**src/common/pafm_pkg.sv**
```systemverilog
`default_nettype none
package pafm_pkg;

    // ------------------------------------------------------------
    // Register map
    // ------------------------------------------------------------
    localparam logic [3:0] ADR_PA_ADDR = 4'h0;
    localparam logic [3:0] ADR_PA_CTL  = 4'h1;
    localparam logic [3:0] ADR_PB_ADDR = 4'h2;
    localparam logic [3:0] ADR_PB_CTL  = 4'h3;
    localparam logic [3:0] ADR_PC_ADDR = 4'h4;
    localparam logic [3:0] ADR_PC_CTL  = 4'h5;
    localparam logic [3:0] ADR_LED_EN  = 4'h6;
    localparam logic [3:0] ADR_LED_HI  = 4'h7;
    localparam logic [3:0] ADR_LED_LO  = 4'h8;
    localparam logic [3:0] ADR_PA_IN   = 4'h9;
    localparam logic [3:0] ADR_PB_IN   = 4'hA;
    localparam logic [3:0] ADR_PC_IN   = 4'hB;
    localparam logic [3:0] ADR_PA_OUT  = 4'hC;
    localparam logic [3:0] ADR_PB_OUT  = 4'hD;
    localparam logic [3:0] ADR_PC_OUT  = 4'hE;

    // ------------------------------------------------------------
    // Subregister indices
    // ------------------------------------------------------------
    localparam logic [7:0] SUB_DIR  = 8'h01;
    localparam logic [7:0] SUB_AF   = 8'h02;
    localparam logic [7:0] SUB_FS1  = 8'h07;
    localparam logic [7:0] SUB_FS2  = 8'h08;

    localparam logic [7:0] RST_BYTE = 8'h00;
    localparam logic [7:0] RST_DIR  = 8'hFF;

    // ------------------------------------------------------------
    // Pin positions and LED levels
    // ------------------------------------------------------------
    localparam int PIN_CLK      = 3;
    localparam int PIN_VREF_B   = 5;
    localparam int PIN_VREF_C   = 2;
    localparam int PIN_RESET_A  = 2;
    localparam int PIN_COMPARATOR_RESULT_OUT     = 3;
    localparam logic [7:0] PB_ANALOG_MASK = 8'h1F;
    localparam logic [7:0] PC_LED_MASK    = 8'hFF;

    typedef enum logic [1:0] {
        LED_3MA,
        LED_7MA,
        LED_13MA,
        LED_20MA
    } pafm_led_e;

    typedef enum logic [1:0] {
        PKG_8PIN,
        PKG_20PIN,
        PKG_28PIN
    } pafm_pkg_e;

    // ------------------------------------------------------------
    // Carriers
    // ------------------------------------------------------------
    typedef struct packed {
        logic [7:0] sel;
        logic [7:0] dir;
        logic [7:0] af;
        logic [7:0] fs1;
        logic [7:0] fs2;
        logic [7:0] dout;
    } pafm_port_s;

    typedef struct packed {
        logic [7:0] oe;
        logic [7:0] o;
    } pafm_pin_s;

endpackage : pafm_pkg
`default_nettype wire

```
**src/logic/pafm_port_regs.sv**
```systemverilog
`timescale 1ns/100ps
`default_nettype none
module pafm_port_regs (
    input  wire logic              clock,
    input  wire logic              rst,
    input  wire logic              addr_we,
    input  wire logic              ctl_we,
    input  wire logic              out_we,
    input  wire logic [7:0]        wdata,
    input  wire logic              has_fs,
    output var  pafm_pkg::pafm_port_s port_r,
    output logic [7:0]             ctl_rd
);
    import pafm_pkg::*;

    pafm_port_s st_r;
    pafm_port_s st_nxt;

    // ------------------------------------------------------------
    // Subregister access
    // ------------------------------------------------------------
    always_comb begin
        st_nxt = st_r;
        if (addr_we) begin
            st_nxt.sel = wdata;
        end
        if (out_we) begin
            st_nxt.dout = wdata;
        end
        if (ctl_we) begin
            unique case (st_r.sel)
                SUB_DIR: st_nxt.dir = wdata;
                SUB_AF:  st_nxt.af  = wdata;
                SUB_FS1: if (has_fs) st_nxt.fs1 = wdata;
                SUB_FS2: if (has_fs) st_nxt.fs2 = wdata;
                default: st_nxt = st_nxt;
            endcase
        end
    end

    always_comb begin
        unique case (st_r.sel)
            SUB_DIR: ctl_rd = st_r.dir;
            SUB_AF:  ctl_rd = st_r.af;
            SUB_FS1: ctl_rd = st_r.fs1;
            SUB_FS2: ctl_rd = st_r.fs2;
            default: ctl_rd = RST_BYTE;
        endcase
    end

    always_ff @(posedge clock or posedge rst) begin
        if (rst) begin
            st_r <= '{sel: RST_BYTE, dir: RST_DIR, af: RST_BYTE,
                      fs1: RST_BYTE, fs2: RST_BYTE, dout: RST_BYTE};
        end else begin
            st_r <= st_nxt;
        end
    end

    assign port_r = st_r;

endmodule : pafm_port_regs
`default_nettype wire

```
**src/logic/pafm_mux.sv**
```systemverilog
`timescale 1ns/100ps
`default_nettype none
//
// Contract
// - Port A has no function-set registers
// - Port A enable alone connects its function
// - Timer decides input or complemented output (here pa_periph_o drives the pin uncomplemented)
// - Port B first set bit alone selects
// - Port C first set bit alone selects
// - Port B analog inputs, pin 3 clock
// - Pin B5 reference only on 28-pin
// - Port C pins 0,1 analog/comparator/LED
// - Pin C2 analog six, LED, reference
// - Port C LED sink; pin 3 comparator
// - Four sink levels 3,7,13,20 mA
// - LED mode needs enable and set bit
// - LED enable register switches drivers
// - High and low registers encode level
// - 8-pin A2 is reset, bidirectional GPIO
// - A2 reverts to reset input in reset
// - Set register reached at subregister 07h
module pafm_mux (
    input  wire logic                  clock,
    input  wire logic                  rst,
    input  wire pafm_pkg::pafm_pkg_e   pkg_sel,
    input  wire logic [3:0]            addr,
    input  wire logic [7:0]            wdata,
    input  wire logic                  wr,
    input  wire logic                  rd,
    output logic [7:0]                 rdata,
    input  wire logic [7:0]            pa_in,
    input  wire logic [7:0]            pb_in,
    input  wire logic [7:0]            pc_in,
    output var  pafm_pkg::pafm_pin_s   pa_pin,
    output var  pafm_pkg::pafm_pin_s   pb_pin,
    output var  pafm_pkg::pafm_pin_s   pc_pin,
    input  wire logic [7:0]            pa_periph_o,
    input  wire logic [7:0]            pa_periph_oe,
    output logic [7:0]                 pa_periph_i,
    input  wire logic                  comparator_result_out,
    output logic                       external_clock_input,
    output logic [7:0]                 pb_analog_sel,
    output logic                       port_b_pin_five,
    output logic [2:0]                 pc_analog_sel,
    output logic                       port_c_pin_two,
    output logic [7:0]                 led_sink_on,
    output var  pafm_pkg::pafm_led_e   led_level [8],
    output logic                       reset_hold
);
    import pafm_pkg::*;

    typedef struct packed {
        logic [7:0] led_driver_enable_reg;
        logic [7:0] led_level_high_reg;
        logic [7:0] led_level_low_reg;
        logic [7:0] rdata;
        pafm_pin_s  pa;
        pafm_pin_s  pb;
        pafm_pin_s  pc;
        logic [7:0] pa_pi;
        logic       clk_in;
        logic [7:0] pb_an;
        logic       b5_ref;
        logic [2:0] pc_an;
        logic       c2_ref;
        logic [7:0] led_on;
        logic [15:0] lvl;
        logic       rhold;
        logic       a2_rst;
    } pafm_state_s;

    pafm_state_s st_r;
    pafm_state_s st_nxt;
    pafm_port_s  pa_r;
    pafm_port_s  pb_r;
    pafm_port_s  pc_r;
    logic [7:0]  pa_rd;
    logic [7:0]  pb_rd;
    logic [7:0]  pc_rd;
    logic [7:0]  pb_en;
    logic [7:0]  pc_en;
    logic [7:0]  pc_led;
    logic        is8;

    // ------------------------------------------------------------
    // Port configuration storage
    // ------------------------------------------------------------
    pafm_port_regs u_pa (
        .clock   (clock),
        .rst     (rst),
        .addr_we (wr && addr == ADR_PA_ADDR),
        .ctl_we  (wr && addr == ADR_PA_CTL),
        .out_we  (wr && addr == ADR_PA_OUT),
        .wdata   (wdata),
        .has_fs  (1'b0),
        .port_r  (pa_r),
        .ctl_rd  (pa_rd)
    );

    pafm_port_regs u_pb (
        .clock   (clock),
        .rst     (rst),
        .addr_we (wr && addr == ADR_PB_ADDR),
        .ctl_we  (wr && addr == ADR_PB_CTL),
        .out_we  (wr && addr == ADR_PB_OUT),
        .wdata   (wdata),
        .has_fs  (1'b1),
        .port_r  (pb_r),
        .ctl_rd  (pb_rd)
    );

    pafm_port_regs u_pc (
        .clock   (clock),
        .rst     (rst),
        .addr_we (wr && addr == ADR_PC_ADDR),
        .ctl_we  (wr && addr == ADR_PC_CTL),
        .out_we  (wr && addr == ADR_PC_OUT),
        .wdata   (wdata),
        .has_fs  (1'b1),
        .port_r  (pc_r),
        .ctl_rd  (pc_rd)
    );

    // ------------------------------------------------------------
    // Selection terms
    // ------------------------------------------------------------
    assign is8    = (pkg_sel == PKG_8PIN);
    assign pb_en  = pb_r.af & pb_r.fs1;
    assign pc_en  = pc_r.af & pc_r.fs1;
    assign pc_led = pc_en & PC_LED_MASK;

    // ------------------------------------------------------------
    // Next state
    // ------------------------------------------------------------
    always_comb begin
        st_nxt = st_r;
        if (wr) begin
            unique case (addr)
                ADR_LED_EN: st_nxt.led_driver_enable_reg = wdata;
                ADR_LED_HI: st_nxt.led_level_high_reg    = wdata;
                ADR_LED_LO: st_nxt.led_level_low_reg     = wdata;
                default:    st_nxt.rdata = st_nxt.rdata;
            endcase
        end
        st_nxt.rdata = RST_BYTE;
        if (rd) begin
            unique case (addr)
                ADR_PA_ADDR: st_nxt.rdata = pa_r.sel;
                ADR_PA_CTL:  st_nxt.rdata = pa_rd;
                ADR_PB_ADDR: st_nxt.rdata = pb_r.sel;
                ADR_PB_CTL:  st_nxt.rdata = pb_rd;
                ADR_PC_ADDR: st_nxt.rdata = pc_r.sel;
                ADR_PC_CTL:  st_nxt.rdata = pc_rd;
                ADR_LED_EN:  st_nxt.rdata = st_r.led_driver_enable_reg;
                ADR_LED_HI:  st_nxt.rdata = st_r.led_level_high_reg;
                ADR_LED_LO:  st_nxt.rdata = st_r.led_level_low_reg;
                ADR_PA_IN:   st_nxt.rdata = pa_in;
                ADR_PB_IN:   st_nxt.rdata = pb_in;
                ADR_PC_IN:   st_nxt.rdata = pc_in;
                ADR_PA_OUT:  st_nxt.rdata = pa_r.dout;
                ADR_PB_OUT:  st_nxt.rdata = pb_r.dout;
                ADR_PC_OUT:  st_nxt.rdata = pc_r.dout;
                default:     st_nxt.rdata = RST_BYTE;
            endcase
        end

        // Port A: enable alone hands the pin to its peripheral
        for (int i = 0; i < 8; i++) begin
            if (pa_r.af[i]) begin
                st_nxt.pa.o[i]  = pa_periph_o[i];
                st_nxt.pa.oe[i] = pa_periph_oe[i];
            end else begin
                st_nxt.pa.o[i]  = pa_r.dout[i];
                st_nxt.pa.oe[i] = ~pa_r.dir[i];
            end
        end
        st_nxt.pa_pi = pa_in & pa_r.af;
        // Shared reset pin: plain GPIO both ways, reset input otherwise
        // Reset-input mode stands from reset until port A functions are rewritten
        if (wr && addr == ADR_PA_CTL && pa_r.sel == SUB_AF) begin
            st_nxt.a2_rst = 1'b0;
        end
        st_nxt.rhold = 1'b0;
        if (is8 && (st_r.a2_rst || pa_r.af[PIN_RESET_A])) begin
            st_nxt.pa.oe[PIN_RESET_A] = 1'b0;
            st_nxt.rhold = ~pa_in[PIN_RESET_A];
        end

        // Port B: analog pins release the pad, pin 3 clock in
        for (int i = 0; i < 8; i++) begin
            st_nxt.pb.o[i]  = pb_r.dout[i];
            st_nxt.pb.oe[i] = ~pb_r.dir[i] & ~pb_r.af[i];
        end
        st_nxt.pb_an  = pb_en & PB_ANALOG_MASK;
        st_nxt.b5_ref = pb_en[PIN_VREF_B] && (pkg_sel == PKG_28PIN);
        st_nxt.clk_in = pb_r.af[PIN_CLK] && !pb_r.fs1[PIN_CLK]
                        && pb_in[PIN_CLK];

        // Port C: analog, comparator and LED sink
        for (int i = 0; i < 8; i++) begin
            st_nxt.pc.o[i]  = pc_r.dout[i];
            st_nxt.pc.oe[i] = ~pc_r.dir[i] & ~pc_r.af[i];
            if (pc_led[i] && st_r.led_driver_enable_reg[i]) begin
                st_nxt.pc.o[i]  = 1'b0;
                st_nxt.pc.oe[i] = 1'b1;
            end
        end
        if (pc_r.af[PIN_COMPARATOR_RESULT_OUT] && !pc_r.fs1[PIN_COMPARATOR_RESULT_OUT]) begin
            st_nxt.pc.o[PIN_COMPARATOR_RESULT_OUT]  = comparator_result_out;
            st_nxt.pc.oe[PIN_COMPARATOR_RESULT_OUT] = 1'b1;
        end
        st_nxt.pc_an  = pc_en[2:0];
        st_nxt.c2_ref = pc_en[PIN_VREF_C] && (pkg_sel == PKG_20PIN);
        st_nxt.led_on = pc_led & st_r.led_driver_enable_reg;
        for (int i = 0; i < 8; i++) begin
            st_nxt.lvl[2*i +: 2] = {st_r.led_level_high_reg[i],
                                    st_r.led_level_low_reg[i]};
        end
    end

    // ------------------------------------------------------------
    // State register
    // ------------------------------------------------------------
    always_ff @(posedge clock or posedge rst) begin
        if (rst) begin
            st_r        <= '0;
            st_r.a2_rst <= 1'b1;
        end else begin
            st_r <= st_nxt;
        end
    end

    // ------------------------------------------------------------
    // Outputs
    // ------------------------------------------------------------
    assign rdata                = st_r.rdata;
    assign pa_pin               = st_r.pa;
    assign pb_pin               = st_r.pb;
    assign pc_pin               = st_r.pc;
    assign pa_periph_i          = st_r.pa_pi;
    assign external_clock_input = st_r.clk_in;
    assign pb_analog_sel        = st_r.pb_an;
    assign port_b_pin_five      = st_r.b5_ref;
    assign pc_analog_sel        = st_r.pc_an;
    assign port_c_pin_two       = st_r.c2_ref;
    assign led_sink_on          = st_r.led_on;
    assign reset_hold           = st_r.rhold;

    for (genvar g = 0; g < 8; g++) begin : g_lvl
        assign led_level[g] = pafm_led_e'(st_r.lvl[2*g +: 2]);
    end

endmodule : pafm_mux
`default_nettype wire

```
**config.mk**
```make
export PLATFORM = sky130hd
export DESIGN_NAME = pafm_mux
export DESIGN_NICKNAME = d
export VERILOG_FILES = /design/src/common/pafm_pkg.sv /design/src/logic/pafm_port_regs.sv /design/src/logic/pafm_mux.sv
export SDC_FILE = /design/constraint.sdc
export NUM_CORES = 1
export LEC_CHECK = 0
export BUFFER_PORTS_ARGS = -buffer_cell sky130_fd_sc_hd__clkbuf_2
export CAP_MARGIN = 5
export CORE_ASPECT_RATIO = 0.9
export CORE_UTILIZATION = 25
export DETAILED_ROUTE_END_ITERATION = 12
export PLACE_DENSITY = 0.45
export RECOVER_POWER = 25
export SLEW_MARGIN = 10
export SYNTH_ARGS = -nofsm -noshare
export SYNTH_HDL_FRONTEND = slang
export SYNTH_HIERARCHICAL = 1
export SYNTH_SLANG_ARGS = --single-unit
```
**constraint.sdc**
```tcl
create_clock -name clock -period 3.8 [get_ports clock]
set_input_delay 0.76 -clock clock [delete_from_list [all_inputs] [get_ports clock]]
set_output_delay 0.76 -clock clock [all_outputs]
set_load 0.02 [all_outputs]
```
After elaboration in Yosys (flattened, before gate mapping)
Cells that the tools add are included.
{"block": "word_totals", "reg_bits": 253, "latchBits": 0, "ram_bits": 0, "n_memories": 0, "word_cells": 212, "romBits": 0, "inputBits": 59, "output_inout_bits": 103}
{"block": "classes", "eq_ne": 26, "add_sub_neg": 0, "n_mul": 0, "n_div": 0, "magnitude_cmp": 0, "bitwise": 61, "n_reduce_logical": 42, "n_mux": 47, "shift": 0}
{"cell": "$pmux W8 S15", "n": 1}
{"cell": "$pmux W8 S4", "n": 2}
{"cell": "$mux W8", "n": 7}
{"cell": "$not A1 Y1", "n": 41}
{"cell": "$mux W1", "n": 36}
{"cell": "$eq A4 B4 Y1 const B", "n": 7}
{"cell": "$reduce_and A2 Y1", "n": 13}
{"cell": "$and A8 B8 Y8", "n": 3}
{"cell": "$eq A8 B1 Y1 const B", "n": 3}
{"cell": "$eq A8 B2 Y1 const B", "n": 3}
{"cell": "$logic_and A1 B1 Y1", "n": 24}
{"cell": "$and A1 B1 Y1", "n": 16}
{"cell": "$eq A4 B3 Y1 const B", "n": 4}
{"cell": "$eq A8 B3 Y1 const B", "n": 2}
{"cell": "$eq A8 B4 Y1 const B", "n": 2}
{"cell": "$pmux W8 S2", "n": 1}
{"cell": "$eq A4 B2 Y1 const B", "n": 2}
{"cell": "$and A6 B6 Y6", "n": 1}
{"cell": "$eq A4 B1 Y1 const B", "n": 1}
{"cell": "$logic_not A4 Y1", "n": 1}
{"cell": "$eq A2 B1 Y1 const B", "n": 1}
{"cell": "$eq A2 B2 Y1 const B", "n": 1}
{"cell": "$logic_not A1 Y1", "n": 2}
{"cell": "$logic_not A2 Y1", "n": 1}
{"cell": "$logic_or A1 B1 Y1", "n": 1}

Longest topological paths before layout
{"block": "depth", "ltp_word": 4, "ltp_mapped": 9, "mapped_depth_nobuf": 7}

Modules after synthesis
The synthesis kept the hierarchy.
{"mod": "pafm_port_regs", "n_inst": 3, "cells_each": 155, "area_per_inst_um2": 2205.9}
{"mod": "pafm_mux", "n_inst": 1, "cells_each": 506, "area_per_inst_um2": 5980.7}

Worst setup path after synthesis
Ideal clock, no wire load.
{"block": "synth_timing", "kind": "input-to-reg", "startpoint": "input addr[3]", "endpoint": "register u_pa.st_r (netlist bit u_pa/port_r[32])", "n_path_buf": 3, "cell_stages": 9, "slack_ns": 1.230, "arrival_time_ns": 2.488, "t_required_ns": 3.718, "path_cell_list": "buf_6 buf_4 inv_1 nand3_1 nor2_1 nand3b_1 or4_4 buf_6 mux2_4"}
{"block": "synth_via", "elab_chain_len": 3}
{"element": "from (decl)", "line": "pafm_mux.sv:26", "rtl": "input wire logic [3:0] addr,"}
{"element": "$eq A4 B1 Y1", "line": "pafm_mux.sv:92", "rtl": ".ctl_we (wr && addr == ADR_PA_CTL),"}
{"element": "$logic_and A1 B1 Y1", "line": "pafm_mux.sv:92"}
{"element": "$reduce_and A2 Y1 (no line)"}
{"element": "to (signal assigned)", "line": "pafm_port_regs.sv:53", "rtl": "st_r <= '{sel: RST_BYTE, dir: RST_DIR, af: RST_BYTE,"}
{"element": "to (signal assigned)", "line": "pafm_port_regs.sv:56", "rtl": "st_r <= st_nxt;"}
{"element": "to (decl)", "line": "pafm_port_regs.sv:16", "rtl": "pafm_port_s st_r;"}
Every way passes these cells.
A chain may end at the register's enable or synchronous reset.

==> metrics.md <==
| Metric | Value |
|---|---|
| CP endpoint kind | flop |
| Post-Syn Area per Cell | 13.0 um^2 |
| Leak pwr | 6.43 nW |
| Startpoint types | flop |
| Largest net degree at the start of global routing | 60 |
| Minimum clock period after layout | 2.82 ns |
| WL/cell | 22.9 um |
| DRC viols | 0 |
| Starting Density | 0.255 |
| RSZ-0062 raised after global routing | false |
| Sink Count | 269 |
| Cell Area, Placed | 13400 um^2 |
| Min-Delay Path Class | input pin to flop |
| Post-route cell area | 14500 um^2 |
| Yosys reg bits | 269 |
| Worst Path Required | 4.29 ns |
| Max Clock Freq | 0.355 GHz |
| Critical Path AT | 3.30 ns |
| Placer Congestion | 0.805 |
| Ports | 162 |
| Die width | 239 um |
| Worst skew pair latency | 0.58 ns |
| Worst clock skew | 0.0190 ns |
| Relative slew slack | 0.139 |
| Max Cap Viol | 0 |
| Routed WL | 39.9 mm |
| Nets | 1100 |
| Tcrit/Tclk final | 0.741 |
| Overall power | 7.81 mW |
| Longest Clk Path Bufs | 3 |
| Port-buffer cells | 158 |
| Fin. max-slew vios | 0 |
| Clock-pin slew on the worst setup and hold paths | 0.07 ns |
| Initial antenna violation count | 3 |
| Synth top area share | 0.485 |
| Layout area overhead | 15.1% |
| Worst hold slack | 0.395 ns |
| Setup TNS | 0 ns |
| Largest fanout on the critical path | 10 |
| Yosys cell types | 63 |
| Die ar. | 51300 um^2 |
| Count leader, synth | dfrtp_1 |
| Synth area leaders | dfrtp_1 (48%), mux2_2 (14%), buf_4 (6.2%) |
| CTS Buf Count | 31 |
| Remaining Overflow, GRT | 0 |
| Proportion of layout cells with a drive suffix above 1 | 0.415 |
| Critical path class | flop to flop |
| DRT antenna net count | 0 |
| Iter 0 DRT Violations | 663 |
| Post-synth ARST share | 1.00 |
| Standard-cell row count | 77 |
| CTS tree | done |
| CTS resizes | 0 |
| Postcts setup bufs | 0 |
| Yosys top cell by area | dfrtp_1 |
| H-tree depth | 1 |
| Synthesized area | 12600 um^2 |
| Number of global-route vias before repair | 8620 |
| EDFF count, synth | 0 |
| Hold Vio Cnt, Final | 0 |
| First drt pass iteration count | 4 |
| Via count | 8127 |
| Height of the die | 215 um |
| Final setup fails | 0 |
| Post-layout util | 0.293 |
| Total Routing Usage GR | 0.155 |
| First-pass GRT wire length | 59.4 mm |
| Cells after Synth | 971 |
| VDD IR max | 302 uV |
| Hold_buf cts | 0 |
| Worst-margin pin slew | 1.28 ns |
| Most frequent cells after synthesis | dfrtp_1 (244), mux2_2 (153), buf_4 (104), nand3b_1 (48) |
| Most used flip-flop cell after synthesis | dfrtp_1 |
| Status | finished clean |
| HPWL after DPL | 28.0 mm |
| Area of the core | 49400 um^2 |
| Vias/cell | 4.67 |
| Register area share after synthesis | 0.537 |
| PwrDens | 539 nW/um^2 |
| Warnings, synthesis | 6 |
| Clock root cell | clkbuf_16 |
[routing by layer]
layer / routed length (um) / track usage
met1: 18600 / 0.219
met2: 18500 / 0.246
met3: 1980 / 0.0266
met4: 795 / 0.0387
met5: 0 / 0
[cell families (layout without fill, tap and decap cells)]
kind of cell	after synthesis	count (layout)	share of synthesized area
AOI/OAI and AO/OA	135	135	0.0876
and+or+nand+nor	195	195	0.101
DFF	269	269	0.537
muxes	207	207	0.189
buffers and inverters	163	251	0.0847
other	2	11	0.000596
[metrics by stage]
step / instances / setup WS [ns]
finish: 1739 / 0.985
CTS: 1737 / 1.04
global route: 1737 / 0.838
detailed placement: 1679 / 0.636
global placement: 1679 / 0.640
floorplan: 978 / 1.23
[registers in the layout, indices dropped and copies added, names as in the netlist, 9 cells and up]
name and cells:
u_pc/port_r 48, led_level 16, u_pb/port_r 48, st_nxt 16
pa_pin 16, st_r 9, pc_pin 16, u_pa/port_r 48
pb_pin 16
[layout make-up]
class | count | area, um^2
inverters | 15 | 57.6
diodes | 2 | 5.00
multi-input cells | 546 | 4790
repair buffers | 178 | 948
clock inverters | 21 | 260
well taps | 671 | 840
fillers | 5077 | 34900
flip-flops and latches | 269 | 6760
clock buffers | 37 | 828
[power breakdown]
part | switching [mW] | internal (mW)
Combinational | 0.621 | 0.441
Sequential | 0.373 | 3.20
Clock | 1.27 | 1.90
Total | 2.27 | 5.54
[worst paths after layout]
path                                             start                           to  slack (ns)  cells past startpoint
min                                    pa_periph_oe[4]         pa_pin[12]$_DFF_PP0_        0.39                      3
max                        u_pa/port_r[44]$_DFFE_PP0P_           rdata[3]$_DFF_PP0_        0.98                      7
max reg2reg                u_pa/port_r[44]$_DFFE_PP0P_           rdata[3]$_DFF_PP0_        0.98                      7
min in group asynchronous                          rst  u_pc/port_r[46]$_DFFE_PP0P_        0.54                      2
min reg2reg                 u_pb/port_r[0]$_DFFE_PP0P_          pb_pin[0]$_DFF_PP0_        0.40                      0
max in group asynchronous                          rst          pc_pin[3]$_DFF_PP0_        2.13                      3
[critical path, cell delays in order (launching register included)]
cell and delay, ns:
dfrtp_1 0.42, or4_1 0.73, a2111oi_0 0.63, a221o_1 0.20, mux2i_1 0.07, o32ai_1 0.43
a211oi_1 0.08, a21oi_1 0.16
[cells in the final DEF (no fill, tap or decap), types with 10 or more instances in the layout]
| master | n |
|---|---|
| clkbuf_16 | 31 |
| a2111oi_0 | 21 |
| clkbuf_2 | 157 |
| and2_0 | 13 |
| nand2_1 | 18 |
| nand3b_1 | 48 |
| nor2_1 | 26 |
| mux2_2 | 153 |
| o21ai_0 | 19 |
| a32o_1 | 12 |
| mux2_4 | 24 |
| dfrtp_1 | 244 |
| mux2i_1 | 27 |
| buf_4 | 18 |
| a221o_1 | 22 |
| dfstp_2 | 17 |
| inv_1 | 12 |
| and3_1 | 10 |
(Power assumes the default switching activity.)
